## src/core/csl_consts.vh

```
/*
 status led controller constants: register offsets, fields, resets, timing.
 assumes a 40 MHz aclk and a 32-bit axi4-lite register bus.
*/
`ifndef CSL_CONSTS_VH
`define CSL_CONSTS_VH

// register byte offsets
`define CSL_REG_CTRL        8'h00
`define CSL_REG_LINK        8'h04
`define CSL_REG_STATUS      8'h08
`define CSL_REG_IRQ_STAT    8'h0C
`define CSL_REG_IRQ_MASK    8'h10

// ctrl fields
`define CSL_CTRL_INIT_DONE  0
`define CSL_CTRL_TRIG_MODE  1
`define CSL_CTRL_POCXP      2
`define CSL_CTRL_OLD_VER    3
`define CSL_CTRL_RESET      4'h0

// link register fields
`define CSL_LINK_STATE_LO   0
`define CSL_LINK_STATE_HI   2
`define CSL_LINK_RATE_LO    4
`define CSL_LINK_RATE_HI    5
`define CSL_LINK_RESET      32'h0000_0000

// link states
`define CSL_LS_DOWN         3'h0
`define CSL_LS_POWERUP      3'h1
`define CSL_LS_NOCONN       3'h2
`define CSL_LS_DETECT       3'h3
`define CSL_LS_CONNECTED    3'h4
`define CSL_LS_WAIT_EVENT   3'h5
`define CSL_LS_SENDING      3'h6
`define CSL_LS_TEST         3'h7

// lane rate configurations, one lane each
`define CSL_RATE_HIGH       2'h0
`define CSL_RATE_MID        2'h1
`define CSL_RATE_LOW        2'h2

// led colour codes {red, green}
`define CSL_LED_OFF         2'h0
`define CSL_LED_GREEN       2'h1
`define CSL_LED_RED         2'h2
`define CSL_LED_AMBER       2'h3

// irq bits
`define CSL_IRQ_TRIG        0
`define CSL_IRQ_RATE_REJ    1
`define CSL_IRQ_DET_DONE    2
`define CSL_IRQ_W           3

// timing
`define CSL_CLK_HZ          40000000
`define CSL_DETECT_MS       1000
`define CSL_DETECT_CYC      ((`CSL_CLK_HZ / 1000) * `CSL_DETECT_MS)
`define CSL_SLOW_MS         500
`define CSL_FAST_MS         100
`define CSL_SLOW_CYC        ((`CSL_CLK_HZ / 1000) * `CSL_SLOW_MS)
`define CSL_FAST_CYC        ((`CSL_CLK_HZ / 1000) * `CSL_FAST_MS)
`define CSL_TRIG_HOLD_MS    200

`endif

```

## src/core/csl_blink_div.v

```verilog
/*
 free-running divider producing a square blink phase.
 assumes a synchronous active-low reset and a half period of at least 1.
*/
`include "csl_consts.vh"

module csl_blink_div #(
    parameter HALF = 1000
) (
    // clock and reset
    input  wire        aclk,
    input  wire        aresetn,
    // phase out
    output reg         phase
);
    reg [31:0] count;

    always @(posedge aclk) begin
        if (!aresetn) begin
            count <= 32'h0000_0000;
            phase <= 1'b0;
        end else if (count == HALF - 1) begin
            count <= 32'h0000_0000;
            phase <= ~phase;
        end else begin
            count <= count + 32'h0000_0001;
        end
    end
endmodule

```

## src/core/csl_status_led.v

```verilog
/*
 status led controller: power/trigger indicator and link indicator with an
 axi4-lite register file and a masked interrupt.
 assumes aclk at 40 MHz, synchronous active-low aresetn, trigger pulses
 synchronous to aclk, and one outstanding read and write on the bus.
*/
// Local design decisions: the AXI4-Lite slave port and the placing of the registers.
`include "csl_consts.vh"

module csl_status_led #(
    parameter DETECT_CYC    = `CSL_DETECT_CYC,
    parameter SLOW_HALF     = `CSL_SLOW_CYC,
    parameter FAST_HALF     = `CSL_FAST_CYC,
    parameter TRIG_HOLD_CYC = (`CSL_CLK_HZ / 1000) * `CSL_TRIG_HOLD_MS
) (
    // clock and reset
    input  wire        aclk,
    input  wire        aresetn,
    // axi4-lite write address
    input  wire [7:0]  s_axi_awaddr,
    input  wire        s_axi_awvalid,
    output reg         s_axi_awready,
    // axi4-lite write data
    input  wire [31:0] s_axi_wdata,
    input  wire [3:0]  s_axi_wstrb,
    input  wire        s_axi_wvalid,
    output reg         s_axi_wready,
    // axi4-lite write response
    output reg  [1:0]  s_axi_bresp,
    output reg         s_axi_bvalid,
    input  wire        s_axi_bready,
    // axi4-lite read address
    input  wire [7:0]  s_axi_araddr,
    input  wire        s_axi_arvalid,
    output reg         s_axi_arready,
    // axi4-lite read data
    output reg  [31:0] s_axi_rdata,
    output reg  [1:0]  s_axi_rresp,
    output reg         s_axi_rvalid,
    input  wire        s_axi_rready,
    // camera events
    input  wire        trigger_pulse,
    // indicators {red, green}
    output reg  [1:0]  power_trigger_indicator,
    output reg  [1:0]  link_indicator,
    // interrupt
    output reg         irq
);
    // control and status
    reg [3:0]  ctrl;
    reg [2:0]  link_req;
    reg [2:0]  link_state;
    reg [1:0]  lane_rate_config;
    reg [`CSL_IRQ_W-1:0] irq_stat;
    reg [`CSL_IRQ_W-1:0] irq_mask;
    reg [31:0] detect_count;
    reg [31:0] trig_count;
    reg        trig_active;
    reg        rate_rej;
    reg        det_done;

    // bus capture
    reg [7:0]  aw_addr;
    reg        aw_held;
    reg [31:0] w_data;
    reg [3:0]  w_strb;
    reg        w_held;

    wire       slow_ph;
    wire       fast_ph;
    wire       trig_ph;
    wire       negotiated_protocol_version;

    assign negotiated_protocol_version = ctrl[`CSL_CTRL_OLD_VER];

    csl_blink_div #(.HALF(SLOW_HALF)) u_slow (
        .aclk    (aclk),
        .aresetn (aresetn),
        .phase   (slow_ph)
    );
    csl_blink_div #(.HALF(FAST_HALF)) u_fast (
        .aclk    (aclk),
        .aresetn (aresetn),
        .phase   (fast_ph)
    );
    csl_blink_div #(.HALF(FAST_HALF)) u_trig (
        .aclk    (aclk),
        .aresetn (aresetn),
        .phase   (trig_ph)
    );

    function [31:0] strb_merge;
        input [31:0] old_v;
        input [31:0] new_v;
        input [3:0]  strb;
        integer i;
        begin
            strb_merge = old_v;
            for (i = 0; i < 4; i = i + 1) begin
                if (strb[i]) begin
                    strb_merge[i*8 +: 8] = new_v[i*8 +: 8];
                end
            end
        end
    endfunction

    function rate_ok;
        input [1:0] rate;
        input       old_ver;
        begin
            rate_ok = (rate == `CSL_RATE_MID) || (rate == `CSL_RATE_LOW) ||
                      ((rate == `CSL_RATE_HIGH) && !old_ver);
        end
    endfunction

    wire        wr_go = aw_held && w_held && !s_axi_bvalid;
    wire [31:0] ctrl_new = strb_merge({28'h0000000, ctrl}, w_data, w_strb);
    wire [31:0] link_new = strb_merge({26'h0000000, lane_rate_config,
                                       1'b0, link_req}, w_data, w_strb);
    wire [31:0] mask_new = strb_merge({29'h0000000, irq_mask}, w_data,
                                      w_strb);
    wire        wr_link  = wr_go && (aw_addr == `CSL_REG_LINK);
    wire [1:0]  rate_wr  = link_new[`CSL_LINK_RATE_HI:`CSL_LINK_RATE_LO];

    // write channel capture, either order
    always @(posedge aclk) begin
        if (!aresetn) begin
            s_axi_awready <= 1'b1;
            s_axi_wready  <= 1'b1;
            aw_held       <= 1'b0;
            w_held        <= 1'b0;
            aw_addr       <= 8'h00;
            w_data        <= 32'h0000_0000;
            w_strb        <= 4'h0;
            s_axi_bvalid  <= 1'b0;
            s_axi_bresp   <= 2'h0;
        end else begin
            if (s_axi_awvalid && s_axi_awready) begin
                aw_addr       <= s_axi_awaddr;
                aw_held       <= 1'b1;
                s_axi_awready <= 1'b0;
            end
            if (s_axi_wvalid && s_axi_wready) begin
                w_data       <= s_axi_wdata;
                w_strb       <= s_axi_wstrb;
                w_held       <= 1'b1;
                s_axi_wready <= 1'b0;
            end
            if (wr_go) begin
                aw_held      <= 1'b0;
                w_held       <= 1'b0;
                s_axi_bvalid <= 1'b1;
                case (aw_addr)
                    `CSL_REG_CTRL, `CSL_REG_LINK, `CSL_REG_IRQ_STAT,
                    `CSL_REG_IRQ_MASK: s_axi_bresp <= 2'h0;
                    default:           s_axi_bresp <= 2'h2;
                endcase
            end
            if (s_axi_bvalid && s_axi_bready) begin
                s_axi_bvalid  <= 1'b0;
                s_axi_awready <= 1'b1;
                s_axi_wready  <= 1'b1;
            end
        end
    end

    // registers written by software
    always @(posedge aclk) begin
        if (!aresetn) begin
            ctrl             <= `CSL_CTRL_RESET;
            link_req         <= `CSL_LS_POWERUP;
            lane_rate_config <= `CSL_RATE_LOW;
            irq_mask         <= 3'h0;
            rate_rej         <= 1'b0;
        end else begin
            rate_rej <= 1'b0;
            if (wr_go && aw_addr == `CSL_REG_CTRL) begin
                ctrl <= ctrl_new[3:0];
            end
            if (wr_link) begin
                link_req <= link_new[`CSL_LINK_STATE_HI:`CSL_LINK_STATE_LO];
                if (rate_ok(rate_wr, negotiated_protocol_version)) begin
                    lane_rate_config <= rate_wr;
                end else begin
                    rate_rej <= 1'b1;
                end
            end else if (!rate_ok(lane_rate_config,
                                  negotiated_protocol_version)) begin
                // drop high rate on old version
                lane_rate_config <= `CSL_RATE_MID;
                rate_rej         <= 1'b1;
            end
            if (wr_go && aw_addr == `CSL_REG_IRQ_MASK) begin
                irq_mask <= mask_new[2:0];
            end
        end
    end

    always @(posedge aclk) begin
        if (!aresetn) begin
            link_state   <= `CSL_LS_POWERUP;
            detect_count <= 32'h0000_0000;
            det_done     <= 1'b0;
        end else begin
            det_done <= 1'b0;
            if (link_state == `CSL_LS_DETECT &&
                detect_count < DETECT_CYC - 1) begin
                detect_count <= detect_count + 32'h0000_0001;
            end else if (link_req != link_state) begin
                if (link_state == `CSL_LS_DETECT) begin
                    det_done <= 1'b1;
                end
                link_state   <= link_req;
                detect_count <= 32'h0000_0000;
            end
        end
    end

    // trigger activity hold
    always @(posedge aclk) begin
        if (!aresetn) begin
            trig_count  <= 32'h0000_0000;
            trig_active <= 1'b0;
        end else if (trigger_pulse && ctrl[`CSL_CTRL_TRIG_MODE]) begin
            trig_count  <= TRIG_HOLD_CYC - 1;
            trig_active <= 1'b1;
        end else if (trig_count != 32'h0000_0000) begin
            trig_count <= trig_count - 32'h0000_0001;
        end else begin
            trig_active <= 1'b0;
        end
    end

    // indicator drive
    always @(posedge aclk) begin
        if (!aresetn) begin
            power_trigger_indicator <= `CSL_LED_AMBER;
            link_indicator          <= `CSL_LED_AMBER;
        end else begin
            if (!ctrl[`CSL_CTRL_INIT_DONE]) begin
                power_trigger_indicator <= `CSL_LED_AMBER;
            end else if (trig_active && ctrl[`CSL_CTRL_TRIG_MODE]) begin
                power_trigger_indicator <= trig_ph ? `CSL_LED_GREEN
                                                   : `CSL_LED_OFF;
            end else begin
                power_trigger_indicator <= `CSL_LED_GREEN;
            end
            case (link_state)
                `CSL_LS_DOWN:       link_indicator <= `CSL_LED_OFF;
                `CSL_LS_POWERUP:    link_indicator <= `CSL_LED_AMBER;
                `CSL_LS_NOCONN:     link_indicator <=
                    (slow_ph && !ctrl[`CSL_CTRL_POCXP]) ? `CSL_LED_RED
                                                        : `CSL_LED_OFF;
                `CSL_LS_DETECT: begin
                    if (ctrl[`CSL_CTRL_POCXP]) begin
                        link_indicator <= fast_ph ? `CSL_LED_GREEN
                                                  : `CSL_LED_AMBER;
                    end else begin
                        link_indicator <= fast_ph ? `CSL_LED_AMBER
                                                  : `CSL_LED_OFF;
                    end
                end
                `CSL_LS_CONNECTED:  link_indicator <= `CSL_LED_GREEN;
                `CSL_LS_WAIT_EVENT: link_indicator <=
                    slow_ph ? `CSL_LED_AMBER : `CSL_LED_OFF;
                `CSL_LS_SENDING:    link_indicator <=
                    fast_ph ? `CSL_LED_GREEN : `CSL_LED_OFF;
                `CSL_LS_TEST:       link_indicator <=
                    slow_ph ? `CSL_LED_GREEN : `CSL_LED_AMBER;
                default:            link_indicator <= `CSL_LED_OFF;
            endcase
        end
    end

    // sticky interrupt status, set wins over clear
    wire [2:0] irq_set = {det_done, rate_rej,
                          trigger_pulse & ctrl[`CSL_CTRL_TRIG_MODE]};
    wire [2:0] irq_clr = (wr_go && aw_addr == `CSL_REG_IRQ_STAT &&
                          w_strb[0]) ? w_data[2:0] : 3'h0;

    always @(posedge aclk) begin
        if (!aresetn) begin
            irq_stat <= 3'h0;
            irq      <= 1'b0;
        end else begin
            irq_stat <= (irq_stat & ~irq_clr) | irq_set;
            irq      <= |(((irq_stat & ~irq_clr) | irq_set) & irq_mask);
        end
    end

    // read channel
    always @(posedge aclk) begin
        if (!aresetn) begin
            s_axi_arready <= 1'b1;
            s_axi_rvalid  <= 1'b0;
            s_axi_rdata   <= 32'h0000_0000;
            s_axi_rresp   <= 2'h0;
        end else if (s_axi_arvalid && s_axi_arready) begin
            s_axi_arready <= 1'b0;
            s_axi_rvalid  <= 1'b1;
            s_axi_rresp   <= 2'h0;
            case (s_axi_araddr)
                `CSL_REG_CTRL:     s_axi_rdata <= {28'h0000000, ctrl};
                `CSL_REG_LINK:     s_axi_rdata <= {26'h0000000,
                                       lane_rate_config, 1'b0, link_req};
                `CSL_REG_STATUS:   s_axi_rdata <= {24'h000000,
                                       power_trigger_indicator,
                                       link_indicator, 1'b0, link_state};
                `CSL_REG_IRQ_STAT: s_axi_rdata <= {29'h0000000, irq_stat};
                `CSL_REG_IRQ_MASK: s_axi_rdata <= {29'h0000000, irq_mask};
                default: begin
                    s_axi_rdata <= 32'h0000_0000;
                    s_axi_rresp <= 2'h2;
                end
            endcase
        end else if (s_axi_rvalid && s_axi_rready) begin
            s_axi_rvalid  <= 1'b0;
            s_axi_arready <= 1'b1;
        end
    end
endmodule

```

## config.mk

```make
export PLATFORM = sky130hd
export DESIGN_NAME = csl_status_led
export DESIGN_NICKNAME = d
export VERILOG_FILES = /design/src/core/csl_blink_div.v /design/src/core/csl_status_led.v
export VERILOG_INCLUDE_DIRS = /design/src /design/src/core
export SDC_FILE = /design/constraint.sdc
export NUM_CORES = 1
export LEC_CHECK = 0
export BUFFER_PORTS_ARGS = -buffer_cell sky130_fd_sc_hd__buf_2
export CAP_MARGIN = 25
export CORE_ASPECT_RATIO = 1.4
export CORE_UTILIZATION = 57
export DETAILED_ROUTE_END_ITERATION = 8
export GPL_TIMING_DRIVEN = 0
export MAX_ROUTING_LAYER = met4
export PLACE_DENSITY_LB_ADDON = 0.3
export SETUP_SLACK_MARGIN = 0.5
export SYNTH_ARGS = -nofsm -noshare
export SYNTH_HDL_FRONTEND = slang
export SYNTH_SLANG_ARGS = --single-unit
```

## constraint.sdc

```tcl
create_clock -name aclk -period 3.3 [get_ports aclk]
set_input_delay 0.495 -clock aclk [delete_from_list [all_inputs] [get_ports aclk]]
set_output_delay 0.495 -clock aclk [all_outputs]
set_load 0.03 [all_outputs]
```

Word level (Yosys, flattened, before mapping)
Index checks and enable logic that the tools add are counted.
{"block": "totals", "regBits": 247, "inputBits": 60, "out_inout_bits": 46, "wordCells": 159}
{"block": "op_classes", "n_addsub": 5, "n_lt_le_gt_ge": 1, "n_eq_ne": 25, "muxes": 31, "bitwise_logic": 11, "reduce_logical": 51}
{"op": "adder 32 x 1 -> 32 bit, second input constant", "n": 4}
{"op": "== test 32 x 22 -> 1 bit, second input constant", "n": 2}
{"op": "two-way mux 32 bit", "n": 2}
{"op": "two-way mux 23 bit", "n": 2}
{"op": "case mux 8 bit (5 select lines)", "n": 1}
{"op": "== test 32 x 25 -> 1 bit, second input constant", "n": 1}
{"op": "less-than comparator 32 x 26 -> 1 bit, second input constant", "n": 1}
{"op": "nonzero test 32 bit", "n": 1}
{"op": "subtractor 32 x 1 -> 32 bit, second input constant", "n": 1}
{"op": "== test 8 x 4 -> 1 bit, second input constant", "n": 3}
{"op": "two-way mux 2 bit", "n": 11}
{"op": "logical AND 1 bit", "n": 18}
{"op": "== test 8 x 3 -> 1 bit, second input constant", "n": 2}
{"op": "== test 8 x 5 -> 1 bit, second input constant", "n": 2}
{"op": "logical NOT 8 bit", "n": 2}
{"op": "case mux 2 bit (8 select lines)", "n": 1}
{"op": "== test 3 bit, second input constant", "n": 4}
{"op": "two-way mux 1 bit", "n": 12}
{"op": "AND reduction 2 bit", "n": 6}
{"op": "OR reduction 2 bit", "n": 6}
{"op": "AND 3 bit", "n": 2}
{"op": "== test 3 x 2 -> 1 bit, second input constant", "n": 2}
{"op": "two-way mux 6 bit", "n": 1}
{"op": "inverter 1 bit", "n": 6}
{"op": "19 further kinds", "n": 31}

Logic depth before layout (Yosys ltp)
Gate-level depths: netlist (run 1).
{"block": "logic_depth", "word_depth": 10, "depth_mapped": 9, "depth_no_buf": 8}

Cells and area by module
From an unflattened synthesis (run 1), not the netlist that was laid out.
{"block": "unflattened", "hier_cells": 1222, "area_unflattened_um2": 10555.1}
{"mod": "csl_status_led", "instances": 1, "cells_per_inst": 669, "area_per_inst_um2": 5665.4, "seq_area_each_um2": 2442.3}
{"mod": "csl_blink_div (u_fast ...)", "instances": 2, "cells_per_inst": 182, "area_per_inst_um2": 1644.1, "seq_area_each_um2": 660.6}
{"mod": "csl_blink_div (u_slow)", "instances": 1, "cells_per_inst": 189, "area_per_inst_um2": 1601.5, "seq_area_each_um2": 660.6}

Worst setup path before layout (run 1)
No wires, ideal clock.
{"block": "synth_path", "path_type": "reg-to-reg", "start": "register trig_count[24]", "end": "register trig_count[8]", "setup_ns": 0.133, "t_arrival_ns": 2.296, "required_time_ns": 3.167, "setup_slack_ns": 0.872, "path_stages_with_launch": 9, "path_buffers": 2, "synth_period_minus_slack_ns": 2.428, "path_cell_list": "dfxtp_1 or4_4 or4_4 buf_6 or3_1 buf_2 o211ai_1 xor2_1 a21oi_1"}
{"block": "synth_between", "elab_chain_cells": 2}
{"element": "start: declaration", "line_no": "csl_status_led.v:57", "rtl": "reg [31:0] trig_count;"}
{"element": "start signal: assignment", "line_no": "csl_status_led.v:225", "rtl": "trig_count <= TRIG_HOLD_CYC - 1;"}
{"element": "start signal: assignment", "line_no": "csl_status_led.v:228", "rtl": "trig_count <= trig_count - 32'h0000_0001;"}
{"element": "nonzero test 32 bit", "line_no": "csl_status_led.v:227", "rtl": "end else if (trig_count != 32'h0000_0000) begin"}
{"element": "nonzero test 2 bit (no source line)"}
No other way between the ends.
A chain may end at the register's enable or synchronous reset.

Worst setup path in the final report (run 1)
{"block": "layout_path", "start": "register trig_count[24]", "end": "register trig_count[1]"}
The elaborated chain is that of the path after synthesis.

==> flow_metrics.py, run 1 <==
metrics = {
    "setup_path": {
        "critPathLaunch": "trig_count[24]$_SDFFE_PP0P_",
        "crit_path_end": "trig_count[1]$_SDFFE_PN0P_",
        "start_kind": "register",
        "path_class": "reg -> reg",
        "reg2reg_depth": 6,
        "crit_path_max_fanout": 7,
        "cpPeakStageDelay_ns": 0.57,
        "crit_path_end_kind": "register",
        "reg2reg_to": "trig_count[1]$_SDFFE_PN0P_",
        "crit_arrival_ns": 3.01,
        "cp_slowest_cell": "or4_4",
        "r2r-start": "trig_count[24]$_SDFFE_PP0P_",
        "required_ns": 3.71,
        "path_cells": "or4_4, or4_4, buf_6, nor3_2, nand2_1, o311a_1",
        "ff2ff_setup_slack_ns": 0.70,
        "crit_top_cell": "or4_4",
    },
    "routing": {
        "first_pass_iters": 5,
        "ant_nets": 0,
        "route.detailed.drc": 0,
        "vias": 8567,
        "routedWlPerCell_um": 14.4,
        "wl_um": 22300,
        "drt_iter0_drc": 408,
        "via_per_inst": 5.53,
    },
    "cts": {
        "cts_htree_levels": 1,
        "cts_tree": "built",
        "clk_pin_slew_ns": 0.06,
        "cts_buffers": 23,
        "cts_root_buf": "clkbuf_16",
        "cts.path.max_buffers": 3,
        "cts_hold_buffers": 0,
        "clock_latency_ns": 0.52,
        "cts.sinks": 221,
    },
    "global_routing": {
        "gr-total-overflow": 0,
        "antenna_found_initial": 1,
        "grt_pass1_wl_um": 37500,
        "grt_use_total": 0.257,
        "grt_pass1_vias": 8264,
        "grt_max_degree": 15,
    },
    "pwr": {
        "total_leakage_power_nw": 4.37,
        "p_clk_frac": 0.359,
        "switchingPower_mw": 2.52,
        "powerDensity_nw_per_um2": 699,
        "p_sw_frac": 0.311,
        "peakVddDrop_mv": 0.432,
        "p_seq_frac": 0.382,
        "p_total_mw": 8.11,
        "power.internal_mw": 5.59,
        "p_comb_frac": 0.259,
    },
    "timing": {
        "final-setup-viol-count": 0,
        "finalCritPeriodShare": 0.789,
        "setup_tns_ns": 0,
        "tightest_slew_ns": 1.01,
        "rsz0062_at_grt": "no",
        "hold_viol": 0,
        "slew_viol_final": 0,
        "fmax_mhz": 384,
        "skew_ns": 0.0121,
        "period_needed_ns": 2.60,
        "slew_headroom": 0.324,
    },
    "synthesis": {
        "synth-simple-area-share": 0.292,
        "synth-compound-area-share": 0.0857,
        "synth_xor_area_frac": 0.110,
        "syn_area_sq_um": 10100,
        "synthCells": 1196,
        "ys.flop_type": "dfxtp_1",
        "async_reset_ff_frac": 0,
        "synth_area_per_cell_sq_um": 8.42,
        "synth_top_family_by_area": "simple AND/OR/NAND/NOR gates",
        "synth_cell_type_count": 63,
        "synthMuxAreaShare": 0.0166,
        "synth-seq-area-share": 0.439,
        "yosysWarnings": 0,
        "ys_ff_latch": 221,
        "synth-edff-count": 0,
        "synth-adder-area-share": 0.0112,
    },
    "placed_design": {
        "gp_congestion": 0.897,
        "port_buffers": 49,
        "dp_hpwl_um": 15700,
    },
    "flow_run": {
        "drv_cap": 0,
    },
    "floorplan": {
        "dieHeight_um": 159,
        "start_util": 0.581,
        "placementRows": 57,
        "dieArea_sq_um": 18200,
        "coreArea_sq_um": 17300,
        "fp.dieW_um": 114,
        "ioPinCount": 106,
    },
    "finish": {
        "fin_nets": 1364,
        "layout-drive-gt1-share": 0.109,
        "multi_input_area_sq_um": 5320,
        "fill_cells": 1485,
        "area_growth_pct": 15.2,
        "regArea_sq_um": 4420,
    },
    "status": {
        "status": "completed",
    },
    "hold_path": {
        "hold_path.class": "in -> reg",
    },
}
## layout make-up
class	count	share of cell area
multi-input cells	910	0.459
flip-flops and latches	221	0.381
clock inverters	14	0.0198
well taps	236	0.0255
diodes	1	0.000216
inverters	19	0.00615
repair buffers	49	0.0211
clock buffers	28	0.0547
plain buffers	71	0.0324
## critical path, delay by kind of cell (launching register included)
| kind | cells | cell delay [ns] |
|---|---|---|
| simple gates | 4 | 1.65 |
| flops | 1 | 0.36 |
| compound gates | 1 | 0.34 |
| buf+inv | 1 | 0.15 |
## flip-flops by register name, indices dropped and copies added, names as in the netlist, 2 cells and up
| register | cells |
|---|---|
| detect_count | 32 |
| trig_count | 32 |
| u_fast.count | 32 |
| u_slow.count | 32 |
| u_trig.count | 32 |
| aw_addr | 8 |
| s_axi_rdata | 8 |
| w_data | 6 |
| ctrl | 4 |
| irq_mask | 3 |
| irq_stat | 3 |
| link_req | 3 |
| link_state | 3 |
| lane_rate_config | 2 |
| link_indicator | 2 |
| power_trigger_indicator | 2 |
## worst min-delay path by stage
stage                                          start                                     to  slack, ns  cells after the start
after CTS                               s_axi_bready             s_axi_awready$_SDFFE_PP1P_       0.23                      3
after floorplan                 ctrl[0]$_SDFFE_PN0P_  power_trigger_indicator[1]$_SDFF_PN1_       0.38                      1
final                                   s_axi_bready              s_axi_wready$_SDFFE_PP1P_       0.24                      3
after global routing                 s_axi_awaddr[7]                aw_addr[7]$_SDFFE_PN0P_       0.25                      3
after detailed placement        ctrl[0]$_SDFFE_PN0P_  power_trigger_indicator[1]$_SDFF_PN1_       0.43                      1
after global placement    u_slow.count[0]$_SDFF_PP0_             u_slow.count[0]$_SDFF_PP0_       0.42                      1
## Yosys cell counts (all sizes together) (3+ instances only)
cell type | instances | area share
or2 | 5 | 0.0031
nand4 | 30 | 0.019
a21oi | 67 | 0.033
nand2b | 11 | 0.0068
xor2 | 76 | 0.066
nor2 | 191 | 0.071
o31ai | 6 | 0.0045
inv | 19 | 0.0071
nand2 | 103 | 0.038
a31oi | 3 | 0.0019
nand3 | 81 | 0.040
dfxtp | 221 | 0.44
and2 | 14 | 0.0087
clkbuf | 40 | 0.015
mux4 | 3 | 0.0067
nor4b | 6 | 0.0052
mux2i | 10 | 0.0099
and4b | 3 | 0.0030
nor4 | 30 | 0.019
and3 | 25 | 0.016
nor3 | 31 | 0.017
xnor2 | 51 | 0.044
a32oi | 3 | 0.0026
or4 | 11 | 0.0089
buf | 31 | 0.022
or3 | 19 | 0.012
and4 | 14 | 0.012
nor2b | 8 | 0.0050
a22oi | 4 | 0.0030
o21ai | 35 | 0.017
ha | 9 | 0.011
o211ai | 4 | 0.0030
## per-layer routing
layer  wire length (um)  track usage  part of all wire  up-vias
met1               9240        0.280              0.41     4045
met3                803       0.0346             0.036       56
met2              11500        0.462              0.52      155
li1                   -            -                 -     4311
met5                  0            -                 0        -
met4                774        0.105             0.035        0
## power by group through the flow
stage / Clock (mW) / Combinational (mW) / Sequential [mW]
finish: 2.91 / 2.10 / 3.09
global route: 3.08 / 2.35 / 3.11
floorplan: 0 / 1.65 / 3.10
detailed placement: 0 / 2.05 / 3.14
global placement: 0 / 2.01 / 3.13
CTS: 2.97 / 2.08 / 3.09
## through the flow
step           instance area, sq um  instances  utilization  setup WS, ns  hold WS (ns)
2_1_floorplan                 10200       1221            -         0.872         0.381
5_1_grt                       11600       1549        0.669         0.535         0.246
6_report                      11600       1549        0.669         0.697         0.242
4_1_cts                       11600       1548        0.668         0.514         0.232
3_3_place_gp                  10700       1506        0.618         0.118         0.422
3_5_place_dp                  10700       1506        0.618         0.102         0.429
## cell usage in the layout, fill, tap and decap left out, drive strengths merged, types with 3 or more instances in the layout
cell type	n
o31ai	6
bufinv	6
nor4	30
nor2	191
and4b	3
nand2	103
and2	14
and4	14
inv	20
nor2b	8
or4	11
or3	19
nor4b	6
a32oi	3
a31oi	3
clkinv	6
buf	80
dfxtp	221
conb	26
nand2b	11
mux4	3
a21oi	67
xor2	76
ha	9
o21ai	35
nand4	30
mux2i	10
nor3	31
and3	25
nand3	81
o211ai	4
clkbuf	68
or2	5
xnor2	51
a22oi	4
## cell families (layout without fill, tap and decap cells)
family,Yosys count,after routing
AND/OR/NAND/NOR,590,590
multiplexers,13,13
adder cells (fa/ha/maj),9,9
other,1,27
XOR/XNOR,127,127
buffers and inverters,90,181
flip-flops,221,221
AO/OA/AOI/OAI,145,145
## timing repair
action	4_1_cts	5_1_grt
cloned	0	0
setup buffers	0	0
setup endpoints to repair	14	17
resized for setup	3	5
Power figures use the tool's default switching activity.
==> run 2, diff against run 1 <==
Clock period 3.3 ns to 2.6 ns, I/O delays scaled along.
==> run 2 against run 1 <==
Net effect:
- critical path depth increased by 2
- sequential power increased by 28%
- clock skew increased by 0.0015 ns
- die area unchanged
- register-to-register slack got worse by 0.67 ns
- first-iteration DRC count increased by 34%
- sequential cell count unchanged
- utilization increased by 7.0 points
- global-route usage increased by 0.89 points
- design area increased by 11%
- clock power increased by 31%
- critical path type unchanged
- largest cell class unchanged
==> flow_metrics.py, run 2 (synthesized netlist as in run 1, its figures left out) <==
metrics = {
    "placed_design": {
        "dp_hpwl_um": 15700,
        "placed_area_sq_um": 10700,
        "port_buffers": 49,
        "gp_congestion": 0.869,
        "post-place-cells": 1506,
    },
    "routing": {
        "first_pass_iters": 4,
        "drt_iter0_drc": 548,
        "route.detailed.drc": 0,
        "vias": 9056,
        "wl_um": 25700,
        "routedWlPerCell_um": 16.1,
        "via_per_inst": 5.67,
        "ant_nets": 0,
    },
    "cts": {
        "cts.sinks": 221,
        "clock_latency_ns": 0.52,
        "cts_htree_levels": 1,
        "cts_tree": "built",
        "cts.path.max_buffers": 3,
        "clk_pin_slew_ns": 0.07,
        "cts_root_buf": "clkbuf_16",
        "cts_buffers": 23,
    },
    "finish": {
        "layout_commonest_cell": "dfxtp_1",
        "multi_input_area_sq_um": 5930,
        "area_growth_pct": 27.3,
        "diodes": 0,
        "regArea_sq_um": 4450,
        "layout-drive-gt1-share": 0.225,
        "fin_nets": 1414,
        "most-common-layout-cells": "dfxtp_1 (204), nor2_1 (178), nand2_1 (98)",
        "final_area_sq_um": 12800,
        "fin_cells": 1597,
        "fill_cells": 1277,
    },
    "timing": {
        "tightest_slew_ns": 0.791,
        "fmax_mhz": 388,
        "slew_headroom": 0.473,
        "finalCritPeriodShare": 0.991,
        "final-setup-viol-count": 0,
        "period_needed_ns": 2.58,
        "hold_viol": 0,
        "skew_ns": 0.0136,
        "rsz0062_at_grt": "yes",
        "slew_viol_final": 0,
    },
    "floorplan": {
        "coreArea_sq_um": 17300,
        "placementRows": 57,
        "ioPinCount": 106,
        "fp.dieW_um": 114,
        "dieHeight_um": 159,
        "start_util": 0.581,
        "dieArea_sq_um": 18200,
    },
    "setup_path": {
        "cp_top_family": "simple AND/OR/NAND/NOR gates",
        "path_cells": "or4_4, or4_4, buf_6, or3_4, buf_6, o211ai_1, xor2_1, a21oi_1",
        "crit_path_end_kind": "register",
        "reg2reg_depth": 8,
        "crit_arrival_ns": 2.96,
        "cpPeakStageDelay_ns": 0.54,
        "path_class": "reg -> reg",
        "cp_slowest_cell": "or4_4",
        "required_ns": 2.99,
        "crit_path_max_fanout": 6,
        "crit_buf_inv": 2,
        "start_kind": "register",
        "cp.depth": 8,
    },
    "hold_path": {
        "hold_depth": 3,
        "hold_path.class": "in -> reg",
    },
    "global_routing": {
        "antenna_found_initial": 0,
        "gr-total-overflow": 0,
        "grt_use_total": 0.266,
        "grt_max_degree": 16,
        "grt_pass1_wl_um": 38800,
        "grt_pass1_vias": 8482,
    },
    "pwr": {
        "total_leakage_power_nw": 4.88,
        "peakVddDrop_mv": 0.857,
        "powerDensity_nw_per_um2": 1010,
        "p_total_mw": 13.0,
    },
    "status": {
        "status": "completed",
    },
    "flow_run": {
        "drv_cap": 0,
    },
}
## run 2: area by class of cell
type	instances	area share
clock inverter	15	0.0213
inverter	19	0.00556
timing repair buffer	99	0.0539
sequential	221	0.347
tap	236	0.0230
multi-input combinational	910	0.462
clock buffer	26	0.0473
buffer	71	0.0396
## run 2: what timing repair did
item                       CTS  global route
hold buffers                 0             0
pin swaps                   23            51
setup endpoints to repair  166           165
gates cloned                 1             1
buffers inserted            20            28
resized for setup           91           114
## run 2: final timing paths
check	from	endpoint	slack (ns)
worst max-delay path	trig_count[24]$_SDFFE_PP0P_	trig_count[8]$_SDFFE_PN0P_	0.02
worst min register to register	ctrl[0]$_SDFFE_PN0P_	power_trigger_indicator[1]$_SDFF_PN1_	0.44
worst min-delay path	s_axi_bready	s_axi_awready$_SDFFE_PP1P_	0.12
worst max register to register	trig_count[24]$_SDFFE_PP0P_	trig_count[8]$_SDFFE_PN0P_	0.02
## run 2: layer usage
metal  vias to the layer above  global-route usage  routed length [um]
met3                        84              0.0278                1160
met1                      4289               0.285                9830
met5                         -                   -                   0
li1                       4409                   -                   -
met2                       274               0.484               13600
met4                         0               0.119                1090
## run 2: tightest hold or removal path, stage by stage
cell,delay (ns)
buf_2,0.09
a21oi_1,0.07
o21ai_0,0.06
## run 2: power breakdown
| part | internal (mW) | total, mW | switching, mW |
|---|---|---|---|
| Clock | 2.38 | 3.80 | 1.41 |
| Combinational | 2.70 | 5.25 | 2.56 |
| Sequential | 3.67 | 3.96 | 0.290 |
## run 2: metrics by stage
step,setup TNS [ns],hold slack [ns],util,setup slack (ns)
after CTS,0,0.116,0.702,0.0701
after global routing,-0.0182,0.144,0.740,-0.0174
final,0,0.117,0.740,0.0237
after floorplan,0,0.381,-,0.198
after detailed placement,-0.377,0.419,0.620,-0.0411
after global placement,-0.148,0.419,0.620,-0.0166
==> run 3, diff against run 2 <==
Settings changed: CORE_MARGIN set to 10.
==> run 3 against run 2 <==
Net effect:
- non-clock buffer count decreased by 12
- clock skew increased by 0.0091 ns
- design area is 2.3% lower
- critical path depth stayed put
- sequential share of layout area increased by 0.73 points
- worst setup slack improved by 0.044 ns
- critical endpoint is now trig_count[10]$_SDFFE_PP0P_
==> flow_metrics.py, run 3 (synthesized netlist as in run 1, its figures left out) <==
metrics = {
    "global_routing": {
        "grt_max_degree": 15,
        "grt_pass1_vias": 8600,
        "gr-total-overflow": 0,
        "grt_pass1_wl_um": 39900,
        "antenna_found_initial": 2,
        "grt_use_total": 0.202,
    },
    "cts": {
        "cts_buffers": 22,
        "cts.path.max_buffers": 3,
        "clk_pin_slew_ns": 0.06,
        "cts.sinks": 221,
        "clock_latency_ns": 0.52,
        "cts_tree": "built",
        "cts_root_buf": "clkbuf_16",
        "cts_hold_buffers": 0,
        "cts_htree_levels": 1,
    },
    "finish": {
        "area_growth_pct": 24.4,
        "layout_commonest_cell": "dfxtp_1",
        "layout-drive-gt1-share": 0.207,
        "finish.utilization": 0.723,
        "fin_cells": 1584,
        "fin_nets": 1401,
        "most-common-layout-cells": "dfxtp_1 (210), nor2_1 (183), nand2_1 (98)",
        "final_area_sq_um": 12500,
    },
    "pwr": {
        "p_total_mw": 12.3,
        "total_leakage_power_nw": 4.75,
        "powerDensity_nw_per_um2": 986,
        "peakVddDrop_mv": 1.01,
    },
    "setup_path": {
        "crit_arrival_ns": 2.91,
        "reg2reg_depth": 8,
        "cp_top_family": "simple AND/OR/NAND/NOR gates",
        "crit_buf_inv": 2,
        "cp.depth": 8,
        "path_cells": "or4_4, or4_4, buf_6, or3_4, buf_6, o211ai_1, xor2_1, nor2_1",
        "cp_slowest_cell": "or4_4",
        "crit_path_end_kind": "register",
        "start_kind": "register",
        "cpPeakStageDelay_ns": 0.53,
        "path_class": "reg -> reg",
        "required_ns": 2.98,
        "crit_path_max_fanout": 6,
    },
    "routing": {
        "drt_iter0_drc": 567,
        "wl_um": 25100,
        "ant_nets": 0,
        "via_per_inst": 5.59,
        "first_pass_iters": 5,
        "route.detailed.drc": 0,
        "vias": 8852,
        "routedWlPerCell_um": 15.9,
    },
    "timing": {
        "rsz0062_at_grt": "yes",
        "hold_viol": 0,
        "final-setup-viol-count": 0,
        "skew_ns": 0.0227,
        "tightest_slew_ns": 0.859,
        "slew_viol_final": 0,
        "finalCritPeriodShare": 0.974,
        "setup_slack_ns": 0.0680,
        "slew_headroom": 0.427,
        "period_needed_ns": 2.53,
        "fmax_mhz": 395,
    },
    "placed_design": {
        "placed_area_sq_um": 10700,
        "gp_congestion": 0.927,
        "post-place-cells": 1506,
        "dp_hpwl_um": 16400,
        "port_buffers": 49,
        "dpl_worst_slack_ns": 0.0179,
    },
    "status": {
        "status": "completed",
    },
    "floorplan": {
        "dieHeight_um": 177,
        "dieArea_sq_um": 23500,
        "fp.dieW_um": 132,
        "ioPinCount": 106,
        "coreArea_sq_um": 17300,
        "placementRows": 57,
        "start_util": 0.581,
    },
    "hold_path": {
        "hold_depth": 3,
        "hold_path.class": "in -> reg",
    },
    "flow_run": {
        "drv_cap": 0,
    },
}
[run 3: path summary, 6_finish.rpt]
| check | startpoint | to | slack (ns) |
|---|---|---|---|
| max | trig_count[25]$_SDFFE_PP0P_ | trig_count[10]$_SDFFE_PP0P_ | 0.07 |
| min | s_axi_bready | s_axi_awready$_SDFFE_PP1P_ | 0.13 |
| max reg2reg | trig_count[25]$_SDFFE_PP0P_ | trig_count[10]$_SDFFE_PP0P_ | 0.07 |
| min reg2reg | u_slow.count[0]$_SDFF_PP0_ | u_slow.count[0]$_SDFF_PP0_ | 0.44 |
[run 3: power breakdown]
| part | total, mW | internal, mW | switching [mW] |
|---|---|---|---|
| combinational | 5.13 | 2.51 | 2.62 |
| clock | 3.27 | 1.95 | 1.32 |
| sequential | 3.95 | 3.67 | 0.288 |
[run 3: metal layers]
layer,part of all wire,track usage,up-vias
li1,-,-,4392
met1,0.39,0.214,4136
met2,0.52,0.367,252
met3,0.054,0.0349,72
met4,0.033,0.0744,0
met5,0,-,-
[run 3: area by class of cell]
cell class              instances  area [sq um]
multi-input cells             910          5900
fillers                      1280          4800
flip-flops and latches        221          4440
clock buffers                  29           648
repair buffers                 87           587
plain buffers                  71           485
well taps                     236           295
clock inverters                 9          98.8
inverters                      19          71.3
diodes                          2          5.00
[run 3: what timing repair did]
action / CTS / global route
endpoints found under the hold margin: 0 / 0
endpoints found under the setup margin: 166 / 167
gates resized for setup: 90 / 90
buffers inserted: 20 / 17
pin swaps: 29 / 38
gates cloned: 0 / 1
[run 3: worst min-delay path, stage by stage]
cell     delay (ns)
buf_2          0.08
a21oi_1        0.07
o21ai_0        0.07
[run 3: per-stage QoR]
step                      hold slack (ns)  setup TNS [ns]
final                               0.127               0
after global routing                0.147        -0.00264
after CTS                           0.129               0
after detailed placement            0.423               0
after global placement              0.420               0
after floorplan                     0.381               0
